<file path="config.mk">
export PLATFORM = sky130hd
export DESIGN_NAME = ext_mem_interface_timing
export DESIGN_NICKNAME = d
export VERILOG_FILES = /design/src/verilog/ext_mem_interface_timing.v
export VERILOG_INCLUDE_DIRS = /design/src /design/src/shared
export SDC_FILE = /design/constraint.sdc
export NUM_CORES = 1
export LEC_CHECK = 0
export BUFFER_PORTS_ARGS = -buffer_cell sky130_fd_sc_hd__buf_2
export CAP_MARGIN = 0
export CORE_ASPECT_RATIO = 1.4
export CORE_MARGIN = 3
export CORE_UTILIZATION = 55
export DETAILED_ROUTE_END_ITERATION = 6
export PLACE_DENSITY = 0.86
export SETUP_SLACK_MARGIN = 0.02
export SLEW_MARGIN = 25
export SYNTH_ARGS = -nofsm -noshare
export SYNTH_HDL_FRONTEND = slang
export SYNTH_SLANG_ARGS = --single-unit
export TNS_END_PERCENT = 10
</file>
<file path="constraint.sdc">
create_clock -name clk -period 3.15 [get_ports clk]
set_clock_uncertainty 0.1 [all_clocks]
set_input_delay 0.1575 -clock clk [delete_from_list [all_inputs] [get_ports clk]]
set_output_delay 0.1575 -clock clk [all_outputs]
set_load 0.02 [all_outputs]
</file>
<file path="src/shared/ext_mem_map.vh">
// Register map, field positions, reset values and timing constants of the external memory sequencer
`ifndef EXT_MEM_MAP_VH
`define EXT_MEM_MAP_VH

`define OFS_TIMING 8'h00
`define OFS_CONFIG 8'h04
`define OFS_BANK 8'h08
`define OFS_STATUS 8'h0c

`define RST_TIMING 8'hff
`define RST_CONFIG 8'h03
`define RST_BANK 8'h00

`define TC_SETUP_HI 7
`define TC_SETUP_LO 6
`define TC_WIDTH_HI 5
`define TC_WIDTH_LO 2
`define TC_HOLD_HI 1
`define TC_HOLD_LO 0
`define CF_MUX_BIT 4
`define CF_MAP_HI 3
`define CF_MAP_LO 2
`define CF_ALE_HI 1
`define CF_ALE_LO 0

`define MAP_INTERNAL 2'b00
`define MAP_SPLIT 2'b01
`define MAP_SPLIT_BANK 2'b10
`define MAP_EXTERNAL 2'b11

`define ONCHIP_LIMIT 16'h1000
`define FIXED_OVERHEAD 4

`endif

</file>
<file path="src/verilog/ext_mem_interface_timing.v">
// External memory interface timing sequencer with APB register slave
//
// The implementer's own choices: the register addresses and register access over APB.
`include "ext_mem_map.vh"

module ext_mem_interface_timing #(
    parameter ADDR_W = 16
)(
    input wire clk,
    input wire reset_n,
    input wire psel,
    input wire penable,
    input wire pwrite,
    input wire [7:0] paddr,
    input wire [31:0] pwdata,
    output wire [31:0] prdata,
    output wire pready,
    output wire pslverr,
    input wire req,
    input wire req_write,
    input wire req_wide,
    input wire [ADDR_W-1:0] req_addr,
    input wire [7:0] req_wdata,
    output wire req_ready,
    output reg done,
    output reg on_chip,
    output reg [7:0] rdata,
    output reg [7:0] addr_hi_out,
    output reg addr_hi_oe,
    output reg [7:0] addr_lo_out,
    output reg addr_lo_oe,
    output reg [7:0] ad_out,
    output reg ad_oe,
    input wire [7:0] ad_in,
    output reg ale,
    output reg rd_n,
    output reg wr_n
);

    localparam [2:0] ST_IDLE = 3'd0;
    localparam [2:0] ST_START = 3'd1;
    localparam [2:0] ST_ALE_H = 3'd2;
    localparam [2:0] ST_ALE_L = 3'd3;
    localparam [2:0] ST_SETUP = 3'd4;
    localparam [2:0] ST_STROBE = 3'd5;
    localparam [2:0] ST_HOLD = 3'd6;
    localparam [2:0] ST_FINISH = 3'd7;

    reg [7:0] ext_mem_timing_control;
    reg [7:0] ext_mem_config;
    reg [7:0] bank_select_reg;
    reg [2:0] state;
    reg [2:0] next_state;
    reg [3:0] cnt;
    reg [3:0] next_cnt;
    reg acc_write;
    reg acc_mux;
    reg acc_hi_drive;
    reg [15:0] acc_addr;
    reg [7:0] acc_wdata;

    wire [1:0] addr_setup_sel = ext_mem_timing_control[`TC_SETUP_HI:`TC_SETUP_LO];
    wire [3:0] strobe_width_sel = ext_mem_timing_control[`TC_WIDTH_HI:`TC_WIDTH_LO];
    wire [1:0] addr_hold_sel = ext_mem_timing_control[`TC_HOLD_HI:`TC_HOLD_LO];
    wire mux_select_bit = ext_mem_config[`CF_MUX_BIT];
    wire [1:0] map_sel = ext_mem_config[`CF_MAP_HI:`CF_MAP_LO];
    wire [1:0] ale_sel = ext_mem_config[`CF_ALE_HI:`CF_ALE_LO];

    // Effective address: narrow pointers take the high byte from the bank register
    wire [15:0] eff_addr = req_wide ? req_addr[15:0] : {bank_select_reg, req_addr[7:0]};
    wire below_limit = eff_addr < `ONCHIP_LIMIT;
    wire goes_off = (map_sel == `MAP_EXTERNAL) ||
        (((map_sel == `MAP_SPLIT) || (map_sel == `MAP_SPLIT_BANK)) && !below_limit);
    // Narrow pointers drive the upper byte only in the banked split map
    wire hi_drive = req_wide || (map_sel == `MAP_SPLIT_BANK);

    wire bus_idle = (state == ST_IDLE);
    assign req_ready = bus_idle;
    wire take = req && bus_idle;

    // APB: zero wait states, errors on unmapped offsets
    wire apb_acc = psel && penable;
    wire hit_timing = paddr == `OFS_TIMING;
    wire hit_config = paddr == `OFS_CONFIG;
    wire hit_bank = paddr == `OFS_BANK;
    wire hit_status = paddr == `OFS_STATUS;
    wire mapped = hit_timing || hit_config || hit_bank || hit_status;
    assign pready = 1'b1;
    assign pslverr = apb_acc && !mapped;
    reg [31:0] rd_mux;
    always @*
    begin
        rd_mux = 32'h00000000;
        if (hit_timing)
            rd_mux = {24'h000000, ext_mem_timing_control};
        else if (hit_config)
            rd_mux = {24'h000000, 3'b000, ext_mem_config[4:0]};
        else if (hit_bank)
            rd_mux = {24'h000000, bank_select_reg};
        else if (hit_status)
            rd_mux = {16'h0000, rdata, 4'h0, state, ~bus_idle};
    end
    assign prdata = rd_mux;

    always @(posedge clk or negedge reset_n)
    begin
        if (!reset_n)
        begin
            ext_mem_timing_control <= `RST_TIMING;
            ext_mem_config <= `RST_CONFIG;
            bank_select_reg <= `RST_BANK;
        end
        else if (apb_acc && pwrite)
        begin
            // Timing changes mid-access only affect phases not yet entered
            if (hit_timing)
                ext_mem_timing_control <= pwdata[7:0];
            if (hit_config)
                ext_mem_config <= {3'b000, pwdata[4:0]};
            if (hit_bank)
                bank_select_reg <= pwdata[7:0];
        end
    end

    // Phase sequencer; IDLE and START plus FINISH and the ack make the fixed overhead
    always @*
    begin
        next_state = state;
        next_cnt = cnt;
        case (state)
            ST_IDLE:
            begin
                if (take && goes_off)
                    next_state = ST_START;
            end
            ST_START:
            begin
                if (acc_mux)
                begin
                    next_state = ST_ALE_H;
                    next_cnt = {2'b00, ale_sel};
                end
                else if (addr_setup_sel != 2'b00)
                begin
                    next_state = ST_SETUP;
                    next_cnt = {2'b00, addr_setup_sel} - 4'd1;
                end
                else
                begin
                    next_state = ST_STROBE;
                    next_cnt = strobe_width_sel;
                end
            end
            ST_ALE_H:
            begin
                if (cnt == 4'd0)
                begin
                    next_state = ST_ALE_L;
                    next_cnt = {2'b00, ale_sel};
                end
                else
                    next_cnt = cnt - 4'd1;
            end
            ST_ALE_L:
            begin
                if (cnt != 4'd0)
                    next_cnt = cnt - 4'd1;
                else if (addr_setup_sel != 2'b00)
                begin
                    next_state = ST_SETUP;
                    next_cnt = {2'b00, addr_setup_sel} - 4'd1;
                end
                else
                begin
                    next_state = ST_STROBE;
                    next_cnt = strobe_width_sel;
                end
            end
            ST_SETUP:
            begin
                if (cnt == 4'd0)
                begin
                    next_state = ST_STROBE;
                    next_cnt = strobe_width_sel;
                end
                else
                    next_cnt = cnt - 4'd1;
            end
            ST_STROBE:
            begin
                if (cnt != 4'd0)
                    next_cnt = cnt - 4'd1;
                else if (addr_hold_sel != 2'b00)
                begin
                    next_state = ST_HOLD;
                    next_cnt = {2'b00, addr_hold_sel} - 4'd1;
                end
                else
                    next_state = ST_FINISH;
            end
            ST_HOLD:
            begin
                if (cnt == 4'd0)
                    next_state = ST_FINISH;
                else
                    next_cnt = cnt - 4'd1;
            end
            ST_FINISH:
                next_state = ST_IDLE;
            default:
                next_state = ST_IDLE;
        endcase
    end

    // State and phase counter
    always @(posedge clk or negedge reset_n)
    begin
        if (!reset_n)
        begin
            state <= ST_IDLE;
            cnt <= 4'd0;
        end
        else
        begin
            state <= next_state;
            cnt <= next_cnt;
        end
    end

    // Access attributes are frozen at acceptance so register writes cannot disturb them
    always @(posedge clk or negedge reset_n)
    begin
        if (!reset_n)
        begin
            acc_write <= 1'b0;
            acc_mux <= 1'b0;
            acc_hi_drive <= 1'b0;
            acc_addr <= 16'h0000;
            acc_wdata <= 8'h00;
        end
        else if (take)
        begin
            acc_write <= req_write;
            acc_mux <= !mux_select_bit;
            acc_hi_drive <= hi_drive;
            acc_addr <= eff_addr;
            acc_wdata <= req_wdata;
        end
    end

    // Completion pulse; the request cycle, START, FINISH and this cycle are the fixed overhead
    always @(posedge clk or negedge reset_n)
    begin
        if (!reset_n)
        begin
            done <= 1'b0;
            on_chip <= 1'b0;
        end
        else
        begin
            // On-chip hits are answered next cycle; the internal XRAM serves them
            done <= (take && !goes_off) || (state == ST_FINISH);
            on_chip <= take && !goes_off;
        end
    end

    // Read data is taken in the last strobe cycle, while the memory still drives the pins
    always @(posedge clk or negedge reset_n)
    begin
        if (!reset_n)
            rdata <= 8'h00;
        else if (state == ST_STROBE && cnt == 4'd0 && !acc_write)
            rdata <= ad_in;
    end

    // Pin values are registered from the next state so pins change on clean edges
    always @(posedge clk or negedge reset_n)
    begin
        if (!reset_n)
        begin
            addr_hi_out <= 8'h00;
            addr_hi_oe <= 1'b0;
            addr_lo_out <= 8'h00;
            addr_lo_oe <= 1'b0;
        end
        else
        begin
            // Address stays on the pins from START through FINISH
            if (take)
            begin
                addr_hi_out <= eff_addr[15:8];
                addr_lo_out <= eff_addr[7:0];
            end
            else
            begin
                addr_hi_out <= acc_addr[15:8];
                addr_lo_out <= acc_addr[7:0];
            end
            addr_hi_oe <= (next_state != ST_IDLE) &&
                ((state == ST_IDLE) ? hi_drive : acc_hi_drive);
            addr_lo_oe <= (next_state != ST_IDLE) &&
                ((state == ST_IDLE) ? mux_select_bit : !acc_mux);
        end
    end

    always @(posedge clk or negedge reset_n)
    begin
        if (!reset_n)
        begin
            ale <= 1'b0;
            rd_n <= 1'b1;
            wr_n <= 1'b1;
        end
        else
        begin
            ale <= (next_state == ST_ALE_H);
            rd_n <= !((next_state == ST_STROBE) && !acc_write);
            wr_n <= !((next_state == ST_STROBE) && acc_write);
        end
    end

    // START is only entered on acceptance, so it is served by the take branch below
    wire data_phase = (next_state == ST_ALE_L) || (next_state == ST_SETUP) ||
        (next_state == ST_STROBE) || (next_state == ST_HOLD);

    // Stale attributes of the previous access must never drive the pins of a new one
    always @(posedge clk or negedge reset_n)
    begin
        if (!reset_n)
        begin
            ad_out <= 8'h00;
            ad_oe <= 1'b0;
        end
        else if (next_state == ST_ALE_H)
        begin
            ad_out <= acc_addr[7:0];
            ad_oe <= 1'b1;
        end
        else if (take && goes_off && req_write && mux_select_bit)
        begin
            // Separate pins: data goes out together with the address
            ad_out <= req_wdata;
            ad_oe <= 1'b1;
        end
        else if (acc_write && data_phase)
        begin
            ad_out <= acc_wdata;
            ad_oe <= 1'b1;
        end
        else
        begin
            ad_out <= 8'h00;
            ad_oe <= 1'b0;
        end
    end

endmodule // ext_mem_interface_timing
</file>
==> results.md, run 1 <==
* Status: completed
* Top cells by area, synth: dfrtp_1 45%, dfstp_2 6.8%, mux2_2 6.6%
* Sequential area share after synthesis at 0.516
* Worst-Skew Late Latency at between 300 and 400 ps
* CTS root buffer: clkbuf_16
* Die Ht at 115 um
* WP data required at between 2000 and 3000 ps
* CTS max path bufs at 2
* Startpoint types: register
* Nets at 637
* Area of the core at a little over 8000 um2
* CP Max Fanout at 30
* Slew margin rel. at 0.415
* Final hold vios at 0
* Slew Viols, Final at 0
* Power Density at approximately 850 nW/um2
* I/O Buffers at about 110
* Share of cells above drive strength 1 at 0.361
* Initial antenna violation count at 1
* Hold path endpoint: acc_addr[0]
* R2R depth at 7
* PostCTS Resize Cnt at 0
* # setup viols final at 0
* DR pass1 iterations at 5
* Mean Syn Cell Area at between 10 and 15 um2
* Vias in the first global route at between 3000 and 4000
* Inserted Clock Buffers at 9
* FP Rows at 39
* Path type of the worst min-delay path: primary input to register
* Die area at between 9000 and 10000 um2
* Worst setup EP type: primary output
* DIE WIDTH at ~84 um
* R2R Path End: ad_out[2]
* Sink Count at between 90 and 100
* Number of max-cap violations at 0
* Clock slew at reported path FFs at approximately 70 ps
* Slowest cell on crit path: dfrtp_1
* Residual DRC count at 0
* Hold wc startpoint: req_addr[0]
* Yosys top cell by area: dfrtp_1
* Dpl hpwl at between 7 and 8 mm
* Htree depth at 3
* Min cycle time layout at between 2000 and 3000 ps
* Setup_tns at 0 ps
* R2R setup slack at about 660 ps
* Largest net degree at the start of global routing at 64
* EDFF count, synth at 0
* Starting density of the core at 0.565
* Synth Flop Type: dfrtp_1
* Tcrit/Tclk final at 0.848
* Crit-path cells: nor2_1 -> nand2_1 -> mux4_2 -> and2b_2 -> buf_2
* Share of the synthesized area in the top cell type at 0.448
* I/O pin total at 155
* TritonCTS clock tree: built
* First-pass GRT wire length at roughly 19 mm
* Mapped Area at about 4600 um2
* Synth warnings at 0
* DRT Wirelength at roughly 11 mm
* RSZ-0062 raised after global routing: false
* Via Count at ~3700
* Tightest Pin Transition at ~900 ps
* Post-synthesis cell count at between 400 and 500
* Wire per inst at between 15 and 20 um
* Hold Path Cell Cnt at 2
* GR Overflow Total at 0
* Final GP Congestion at slightly above 0.9
* Final instance area at between 5000 and 6000 um2
* Fillers at ~580
* Worst r2r src: cnt[0]
* Yosys reg bits at 95
* Placed inst area at 5200 um2
* Vias/cell at around 5.7
* Unique cell type count in the Yosys netlist at 60
* Area grow syn2layout at 25.6%
* Largest Register: acc_addr
* Worst VDD drop at between 500 and 600 uV
* CP max stage delay at around 710 ps
* Antenna Violating Nets Remaining at 0
* Total track usage at 0.248
* Kind of critical path: register to primary output
* Max reg flops at 16
* Fmax at 0.374 GHz
* Initial drt markers at between 200 and 300
* Leak at ~2.8 nW
* Post-synth ARST share at 1.00
* CP arrival at roughly 2400 ps
cells by family after synthesis:
kind of cell	count (synthesis)	share of synthesized area
other	2	0.00162
DFF	95	0.516
and+or+nand+nor	106	0.130
buffers and inverters	57	0.0640
xor gates and xnor gates	1	0.00189
adders and majority gates	5	0.0135
AOI/OAI and AO/OA	91	0.127
muxes	55	0.146
placed cells by master (no fill, tap or decap), drive strengths merged, types with 11 or more instances in the layout:
cell,n
mux2,35
dfrtp,83
nand2,23
dlygate4sd3,33
mux2i,16
a22oi,12
inv,23
clkbuf,11
buf,117
nor2,29
a21oi,18
dfstp,12
o21ai,26
conb,17
through the flow:
stage	utilization	std cells	total power, mW	hold slack [ps]	worst slack (ps)
floorplan	-	427	3.27	-238	1070
global placement	0.635	610	3.75	170	758
detailed placement	0.635	610	3.87	177	694
CTS	0.710	659	4.95	0.413	520
global route	0.710	660	5.24	1.35	319
finish	0.710	660	4.94	5.55	479
worst max-delay path by stage:
stage | startpoint | depth (start not counted) | endpoint
6_report | state[1] | 5 | prdata[0]
3_5_place_dp | cnt[0] | 7 | ad_out[6]
3_3_place_gp | cnt[0] | 6 | rdata[7]
4_1_cts | state[1] | 5 | prdata[0]
5_1_grt | state[1] | 5 | prdata[0]
2_1_floorplan | cnt[0] | 7 | rdata[0]
power by group:
group / total (mW) / internal [mW] / switching (mW)
registers: 2.01 / 1.69 / 0.317
clock network: 1.04 / 0.566 / 0.472
logic: 1.89 / 0.743 / 1.15
critical path, delay by kind of cell, from the launching register on:
kind	cells	cell delay (ps)
mux	1	510
simple gates	3	700
buf+inv	1	160
flops	1	710
timing repair:
action	in CTS	in global routing
endpoints found under the setup margin	0	0
hold endpoints to repair	115	0
hold buffers	33	0
buffers inserted	0	0
layout make-up:
class	count	area [um2]	area share
Clock inverter	5	41.3	0.00709
Timing Repair Buffer	150	928	0.159
Inverter	21	78.8	0.0135
Clock buffer	11	243	0.0417
Sequential cell	95	2390	0.411
Multi-Input combinational cell	275	2010	0.345
Tap cell	102	128	0.0219
Antenna cell	1	2.50	0.000430
metal layers:
| layer | GRT usage | part of all wire | vias up |
|---|---|---|---|
| met5 | 0 | 0 | - |
| met4 | 0.106 | 0.026 | 0 |
| met3 | 0.0504 | 0.055 | 24 |
| met2 | 0.443 | 0.54 | 150 |
| met1 | 0.290 | 0.37 | 1851 |
| li1 | - | - | 1708 |
Yosys cell counts, types with 7 or more instances:
master and number:
dfrtp_1 83, nor2_1 28, mux2_2 27, o21ai_0 26, nand2_1 22, inv_1 21, a21oi_1 18, buf_4 17
mux2i_1 16, dfstp_2 12, a22oi_1 11, and2_1 9, buf_2 9, clkbuf_1 8, mux2_4 8, nor2b_1 7
No activity file was read; power rests on OpenSTA's default activity.
==> run 2: changes to the inputs <==
--- a/config.mk
+++ b/config.mk
@@ -6,13 +6,14 @@
 export SDC_FILE = /design/constraint.sdc
 export NUM_CORES = 1
 export LEC_CHECK = 0
+export ABC_AREA = 1
 export BUFFER_PORTS_ARGS = -buffer_cell sky130_fd_sc_hd__buf_2
 export CAP_MARGIN = 0
 export CORE_ASPECT_RATIO = 1.4
 export CORE_MARGIN = 3
-export CORE_UTILIZATION = 55
+export CORE_UTILIZATION = 46
 export DETAILED_ROUTE_END_ITERATION = 6
-export PLACE_DENSITY = 0.86
+export PLACE_DENSITY = 0.77
 export SETUP_SLACK_MARGIN = 0.02
 export SLEW_MARGIN = 25
 export SYNTH_ARGS = -nofsm -noshare
==> constraint.sdc (replaced) <==
create_clock -name clk -period 2.3 [get_ports clk]
set_clock_uncertainty 0.1 [all_clocks]
set_input_delay 0.115 -clock clk [delete_from_list [all_inputs] [get_ports clk]]
set_output_delay 0.115 -clock clk [all_outputs]
set_load 0.02 [all_outputs]
==> run 2 against run 1 <==
Clock-buffer cell count shrank 1. Routed wire length rose by 7.9%. Cell count rose by 28%. Synthesized cell count is 35% higher. Setup slack worse by 270 ps. Flip-flop and latch count unchanged. Total power increased by 46%. Critical endpoint is now rdata[7]. Die area rose by 19%. Hold slack improved by 5.7 ps. Global-route usage decreased by 3.1 points. Design area grew 3.3%. First-iteration DRC count is 9.3% lower.
==> results.md, run 2 <==
* Status: completed (unchanged)
* Most frequent cell after synthesis: nand2_1 (was dfrtp_1)
* Most common cell after layout, fill and taps aside: nand2_1 (was buf_2)
* Largest Register: acc_addr (unchanged)
* Antenna Violating Nets Remaining at 0 (unchanged)
* Max reg flops at 16 (unchanged)
* Sink Count at 95 (unchanged)
* EDFF count, synth at 0 (unchanged)
* CTS max path bufs at 2 (unchanged)
* Yosys reg bits at 95 (unchanged)
* Tcrit/Tclk final at 0.907
* Final GP Congestion at 0.917 (was 0.924)
* Worst setup EP type: register (was primary output)
* Post-CTS Setup Inserts at 0 (unchanged)
* Number of max-cap violations at 0 (unchanged)
* Largest family of logic cells by synthesized area: simple AND/OR/NAND/NOR gates (was multiplexers)
* First-pass GRT wire length at 19.9 mm (was 18.8 mm)
* Largest net degree at the start of global routing at 60 (was 64)
* Die Ht at 125 um (was 115 um)
* # setup viols final at 0 (unchanged)
* Starting density of the core at 0.482 (was 0.565)
* Post-synthesis cell count at 555 (was 412)
* Initial antenna violation count at 0 (was 1)
* Mean Syn Cell Area at 8.40 um2 (was 11.2 um2)
* Nets at 794 (was 637)
* Slew Viols, Final at 0 (unchanged)
* TritonCTS clock tree: built (unchanged)
* Vias in the first global route at 4083 (was 3836)
* Min Hold Slack at 11.2 ps (was 5.55 ps)
* WP data required at 2410 ps (was 2890 ps)
* Share of cells above drive strength 1 at 0.269 (was 0.361)
* Leak at 3.17 nW (was 2.80 nW)
* CP arrival at 2190 ps (was 2410 ps)
* Worst-Skew Late Latency at 350 ps (was 340 ps)
* Mapped Area at 4660 um2 (was 4630 um2)
* Startpoint types: register (unchanged)
* I/O Buffers at 113 (unchanged)
* Crit-path cells: inv_1 -> ha_1 -> nand2_4 -> nor2_1 -> nand2_1 -> nor2_1 -> a21oi_1 (was nor2_1 -> nand2_1 -> mux4_2 -> and2b_2 -> buf_2)
* Die area at 11400 um2 (was 9580 um2)
* Simple-gate portion of the synthesized area at 0.279 (was 0.130)
* RSZ-0062 raised after global routing: false (unchanged)
* GR Overflow Total at 0 (unchanged)
* Slowest cell on crit path: nand2_1 (was dfrtp_1)
* DR pass1 iterations at 6 (was 5)
* Synth warnings at 0 (unchanged)
* Worst VDD drop at 553 uV (was 500 uV)
* Xor-xnor portion of the synthesized cell area at 0.00376 (was 0.00189)
* Clock slew at reported path FFs at 60 ps (was 70 ps)
* Residual DRC count at 0 (unchanged)
* Kind of critical path: register to register (was register to primary output)
* Dpl hpwl at 8.66 mm (was 7.97 mm)
* Top cells by area, synth: dfrtp_1 45%, nand2_1 13%, dfstp_2 6.8% (was dfrtp_1 45%, dfstp_2 6.8%, mux2_2 6.6%)
* Cell family with most CP delay: simple AND/OR/NAND/NOR gates (was flip-flops)
* Fmax at between 0.4 and 0.5 GHz
* Crit path buffers/inverters at 1 (unchanged)
* DRT Wirelength at 12.3 mm (was 11.4 mm)
* Top cells by count, synth: 165 x nand2_1, 83 x dfrtp_1, 52 x inv_1 (was 83 x dfrtp_1, 28 x nor2_1, 27 x mux2_2)
* Post-synthesis compound-gate area fraction at 0.0958 (was 0.127)
* Htree depth at 3 (unchanged)
* Vias/cell at 4.99 (was 5.66)
* Wire per inst at 14.6 um (was 17.3 um)
* Unique cell type count in the Yosys netlist at 43 (was 60)
* CTS root buffer: clkbuf_16 (unchanged)
* Mux share of post-synthesis cell area at 0 (was 0.146)
* CP max stage delay at 410 ps (was 710 ps)
* Total track usage at 0.217 (was 0.248)
* Adder-cell share of the synthesized area at 0.0134 (was 0.0135)
* FP Rows at 42 (was 39)
* R2R setup slack at 210 ps (was 660 ps)
* Commonest cells after routing, fill and taps aside: 165 x nand2_1, 112 x buf_2, 83 x dfrtp_1, 52 x inv_1, 42 x nor2_1 (was 112 x buf_2, 83 x dfrtp_1, 33 x dlygate4sd3_1, 28 x nor2_1, 27 x mux2_2)
* Final hold vios at 0 (unchanged)
* Post-synth ARST share at 1.00 (unchanged)
* Synth Flop Type: dfrtp_1 (unchanged)
* Tightest Pin Transition at 569 ps (was 877 ps)
* Share of the synthesized area in the top cell type at 0.446 (was 0.448)
* Min cycle time layout at around 2100 ps
* Setup_tns at 0 ps (unchanged)
* I/O pin total at 155 (unchanged)
* Yosys top cell by area: dfrtp_1 (unchanged)
* Power Density at 1200 nW/um2 (was 848 nW/um2)
* Sequential area share after synthesis at 0.513 (was 0.516)
* Most frequent cell on the critical path: nor2_1
* Ant. Diodes at 0 (was 1)
* DIE WIDTH at 91.1 um (was 83.6 um)
* Slew margin rel. at 0.620 (was 0.415)
* Via Count at 4224 (was 3733)
* CP Max Fanout at 16 (was 30)
* Path type of the worst min-delay path: primary input to register (unchanged)
* Inst Count DP at 795 (was 610)
* Area grow syn2layout at 29.0% (was 25.6%)
* Initial drt markers at 235 (was 259)
* Inserted Clock Buffers at 9 (unchanged)
* Area of the core at 9670 um2 (was 8200 um2)
* Post-Layout Cell Count at 846 (was 660)
[run 2: changes by cell type in the layout (fill, tap and decap cells not counted), sizes merged, moves of 6 or more]
cell / previous run / this run
nand2: 23 / 180
inv: 23 / 60
mux2: 35 / 0
nand3: 5 / 32
nor2: 29 / 53
mux2i: 16 / 0
o21ai: 26 / 39
a22oi: 12 / 0
nand4: 0 / 11
and2: 9 / 0
nor2b: 7 / 0
nand2b: 6 / 0
[run 2: cell type report]
class / instances / area, um2
multi-input combinational: 386 / 1890
fill: 849 / 3650
inverter: 60 / 230
clock buffer: 10 / 229
timing repair buffer: 157 / 998
clock inverter: 6 / 109
tap: 132 / 165
sequential: 95 / 2390
[run 2: per-stage QoR]
step / power [mW] / util / worst slack, ps / instance area [um2]
after floorplan: 4.62 / - / 484 / 4720
after global placement: 5.40 / 0.551 / 337 / 5330
after detailed placement: 5.48 / 0.551 / 278 / 5330
after CTS: 7.21 / 0.622 / 257 / 6020
after global routing: 7.69 / 0.622 / 125 / 6020
final: 7.22 / 0.622 / 214 / 6020
[run 2: worst paths after layout]
path,from,endpoint,depth (start not counted)
hold / removal,req_addr[8],acc_addr[8],3
setup reg to reg,cnt[0],rdata[7],7
hold reg to reg,acc_write,wr_n,1
max in group asynchronous,reset_n,ext_mem_timing_control[3],3
min in group asynchronous,reset_n,addr_lo_out[7],2
setup / recovery,cnt[0],rdata[7],7
[run 2: what timing repair did]
action / CTS / global route
hold endpoints to repair: 99 / 0
hold buffers: 35 / 0
resized for setup: 0 / 0
[run 2: report_power, final]
group,switching [mW],internal (mW),total (mW)
Clock,0.624,1.06,1.68
Combinational,1.97,1.01,2.98
Sequential,0.308,2.25,2.56
[run 2: cells by family (layout without fill, tap and decap cells)]
family	after synthesis	in the layout
DFF	95	95
buffers and inverters	89	233
other	2	17
xor gates and xnor gates	2	2
and+or+nand+nor	284	284
AOI/OAI and AO/OA	78	78
adders and majority gates	5	5
[run 2: per-layer routing]
| layer | routed length [um] | up-vias | global-route usage | share of wire |
|---|---|---|---|---|
| met5 | 0 | - | 0 | 0 |
| met4 | 173 | 0 | 0.0675 | 0.014 |
| met3 | 713 | 21 | 0.0487 | 0.058 |
| met2 | 6600 | 164 | 0.386 | 0.53 |
| met1 | 4860 | 1991 | 0.261 | 0.39 |
| li1 | - | 2048 | - | - |
[run 2: worst register-to-register path, stage by stage (launching register included)]
cell and delay (ps):
dfrtp_1 380, inv_1 140, ha_1 260, nand2_4 120
nor2_1 250, nand2_1 410, nor2_1 230, a21oi_1 60
==> run 3: changes to the inputs <==
--- a/config.mk
+++ b/config.mk
@@ -8,11 +8,12 @@
 export LEC_CHECK = 0
 export ABC_AREA = 1
 export BUFFER_PORTS_ARGS = -buffer_cell sky130_fd_sc_hd__buf_2
-export CAP_MARGIN = 0
+export CAP_MARGIN = 20
 export CORE_ASPECT_RATIO = 1.4
 export CORE_MARGIN = 3
 export CORE_UTILIZATION = 46
 export DETAILED_ROUTE_END_ITERATION = 6
+export HOLD_SLACK_MARGIN = 0.06
 export PLACE_DENSITY = 0.77
 export SETUP_SLACK_MARGIN = 0.02
 export SLEW_MARGIN = 25
==> run 3 against run 2 <==
Routed wire length grew 0.51%. Core utilization grew 0.41 points. Via count grew 0.45%. Register-to-register slack gained 20 ps. Combinational power is essentially flat. Cell count grew 0.47%. Clock power is essentially flat. Die area is the same. Fmax grew 1.1%. Largest cell class unchanged.
==> results.md, run 3 (synthesis results as in run 2) <==
* Via Count at 4243 (was 4224)
* Die area at 11400 um2 (unchanged)
* Commonest cells after routing, fill and taps aside: 165 x nand2_1, 112 x buf_2, 83 x dfrtp_1, 52 x inv_1, 42 x nor2_1 (unchanged)
* Worst VDD drop at 554 uV (was 553 uV)
* Dpl hpwl at 8.66 mm (unchanged)
* Worst setup EP type: register (unchanged)
* Clock power share at 0.232 (was 0.233)
* Inserted Clock Buffers at 9 (unchanged)
* Area of the core at 9670 um2 (unchanged)
* Design internal power at 4.33 mW (was 4.32 mW)
* Tightest Pin Transition at 573 ps (was 569 ps)
* Combinational fraction of design power at 0.414 (was 0.413)
* Nets at 798 (was 794)
* CP Max Fanout at 9 (was 16)
* Ant. Diodes at 0 (unchanged)
* Total track usage at 0.218 (was 0.217)
* Min cycle time layout at 2060 ps (was 2090 ps)
* GR Overflow Total at 0 (unchanged)
* Worst-Skew Late Latency at 350 ps (about the same)
* DR pass1 iterations at 5 (was 6)
* Number of max-cap violations at 0 (unchanged)
* Final Util at 0.626 (was 0.622)
* Sw power at 2.90 mW (about the same)
* Area grow syn2layout at 29.9% (was 29.0%)
* Sink Count at 95 (unchanged)
* I/O Buffers at 113 (unchanged)
* Largest Register: acc_addr (unchanged)
* Final GP Congestion at 0.917 (unchanged)
* DIE WIDTH at 91.1 um (unchanged)
* Post-Layout Cell Count at 850 (was 846)
* DRT Wirelength at 12.4 mm (was 12.3 mm)
* Vias/cell at 4.99 (about the same)
* Post-CTS Setup Inserts at 0 (unchanged)
* RSZ-0062 raised after global routing: false (unchanged)
* Largest net degree at the start of global routing at 60 (unchanged)
* GR Util met3 at 0.0493 (was 0.0487)
* Seq pwr share at 0.354 (about the same)
* CTS root buffer: clkbuf_16 (unchanged)
* Max reg flops at 16 (unchanged)
* Share of cells above drive strength 1 at 0.267 (was 0.269)
* Antenna Violating Nets Remaining at 0 (unchanged)
* WP data required at 2470 ps (was 2410 ps)
* Setup_tns at 0 ps (unchanged)
* Status: completed (unchanged)
* Kind of critical path: register to register (unchanged)
* Met2 GRT Util at 0.388 (was 0.386)
* Inst Count DP at 795 (unchanged)
* CTS max path bufs at 2 (unchanged)
* R2R setup slack at 240 ps (was 210 ps)
* Final hold vios at 0 (unchanged)
* Residual DRC count at 0 (unchanged)
* Die Ht at 125 um (unchanged)
* Wire per inst at 14.6 um (about the same)
* Initial antenna violation count at 0 (unchanged)
* Tcrit/Tclk final at 0.897 (was 0.907)
* Vias in the first global route at 4107 (was 4083)
* Clock slew at reported path FFs at 60 ps (about the same)
* # setup viols final at 0 (unchanged)
* Slew Viols, Final at 0 (unchanged)
* Path type of the worst min-delay path: primary input to register (unchanged)
* Fmax at 0.485 GHz (was 0.479 GHz)
* Starting density of the core at 0.482 (unchanged)
* GR peak layer: met2 (unchanged)
* CP arrival at 2240 ps (was 2190 ps)
* TritonCTS clock tree: built (unchanged)
* I/O pin total at 155 (unchanged)
* Htree depth at 3 (unchanged)
* Sw Share at 0.402 (about the same)
* Leak at 3.19 nW (was 3.17 nW)
* Fillers at 843 (was 849)
* Power Density at 1190 nW/um2 (was 1200 nW/um2)
* First-pass GRT wire length at 20.0 mm (was 19.9 mm)
* Slew margin rel. at 0.617 (was 0.620)
* Initial drt markers at 234 (was 235)
* Most common cell after layout, fill and taps aside: nand2_1 (unchanged)
* Met1 Usage GRT at 0.262 (was 0.261)
* Startpoint types: register (unchanged)
* FP Rows at 42 (unchanged)
-- run 3: cell types whose count changed in the layout (fill, tap and decap cells not counted) --
cell and change:
dlygate4sd3_1 +4
-- run 3: timing repair --
| action | in CTS | in global routing |
|---|---|---|
| endpoints found under the setup margin | 0 | 0 |
| resized for setup | 0 | 0 |
| hold buffers | 39 | 0 |
| endpoints found under the hold margin | 110 | 0 |
-- run 3: final timing paths --
kind,from,endpoint,cells after the start
max,cnt[0],ad_out[1],14
min,req_addr[11],addr_hi_out[3],3
max reg2reg,cnt[0],ad_out[1],14
min reg2reg,acc_write,wr_n,1
max in group asynchronous,reset_n,ext_mem_timing_control[3],3
min in group asynchronous,reset_n,addr_lo_out[7],2
-- run 3: worst max-delay path, cell delays in order, from the launching register on --
cell	delay (ps)
dfrtp_1	350
inv_1	100
ha_1	270
nand2_1	90
nor2_1	40
buf_4	170
nand2_2	60
nand2_2	60
nand2_2	60
nand2_2	60
nor2_4	170
nand2_8	80
nor2_8	150
nand3_1	120
nand3_1	110
-- run 3: per-stage QoR --
stage                     area, um2  setup slack (ps)  hold slack, ps  power, mW
after global placement         5330               337           -5.91       5.40
after floorplan                4720               484            -281       4.62
after detailed placement       5330               278           -2.80       5.48
after global routing           6060               125             105       7.69
final                          6060               238            77.3       7.23
after CTS                      6060               257            79.5       7.22
-- run 3: power by group through the flow --
stage / clock [mW] / combinational [mW] / sequential, mW
final: 1.68 / 2.99 / 2.56
after global routing: 1.77 / 3.30 / 2.62
after CTS: 1.69 / 2.98 / 2.55
after detailed placement: 0 / 2.91 / 2.57
after global placement: 0 / 2.85 / 2.55
after floorplan: 0 / 1.76 / 2.85
-- run 3: area by class of cell --
type                    instances  area, um2  area share
clock inverters                 6        109      0.0180
repair buffers                161       1040       0.171
clock buffers                  10        229      0.0378
inverters                      60        230      0.0380
multi-input cells             386       1890       0.312
flip-flops and latches         95       2390       0.395
well taps                     132        165      0.0273
-- run 3: per-layer routing --
| layer | wire length (um) | vias up |
|---|---|---|
| met1 | 4870 | 2000 |
| met4 | 171 | 0 |
| met5 | 0 | - |
| met3 | 717 | 17 |
| li1 | - | 2058 |
| met2 | 6650 | 168 |
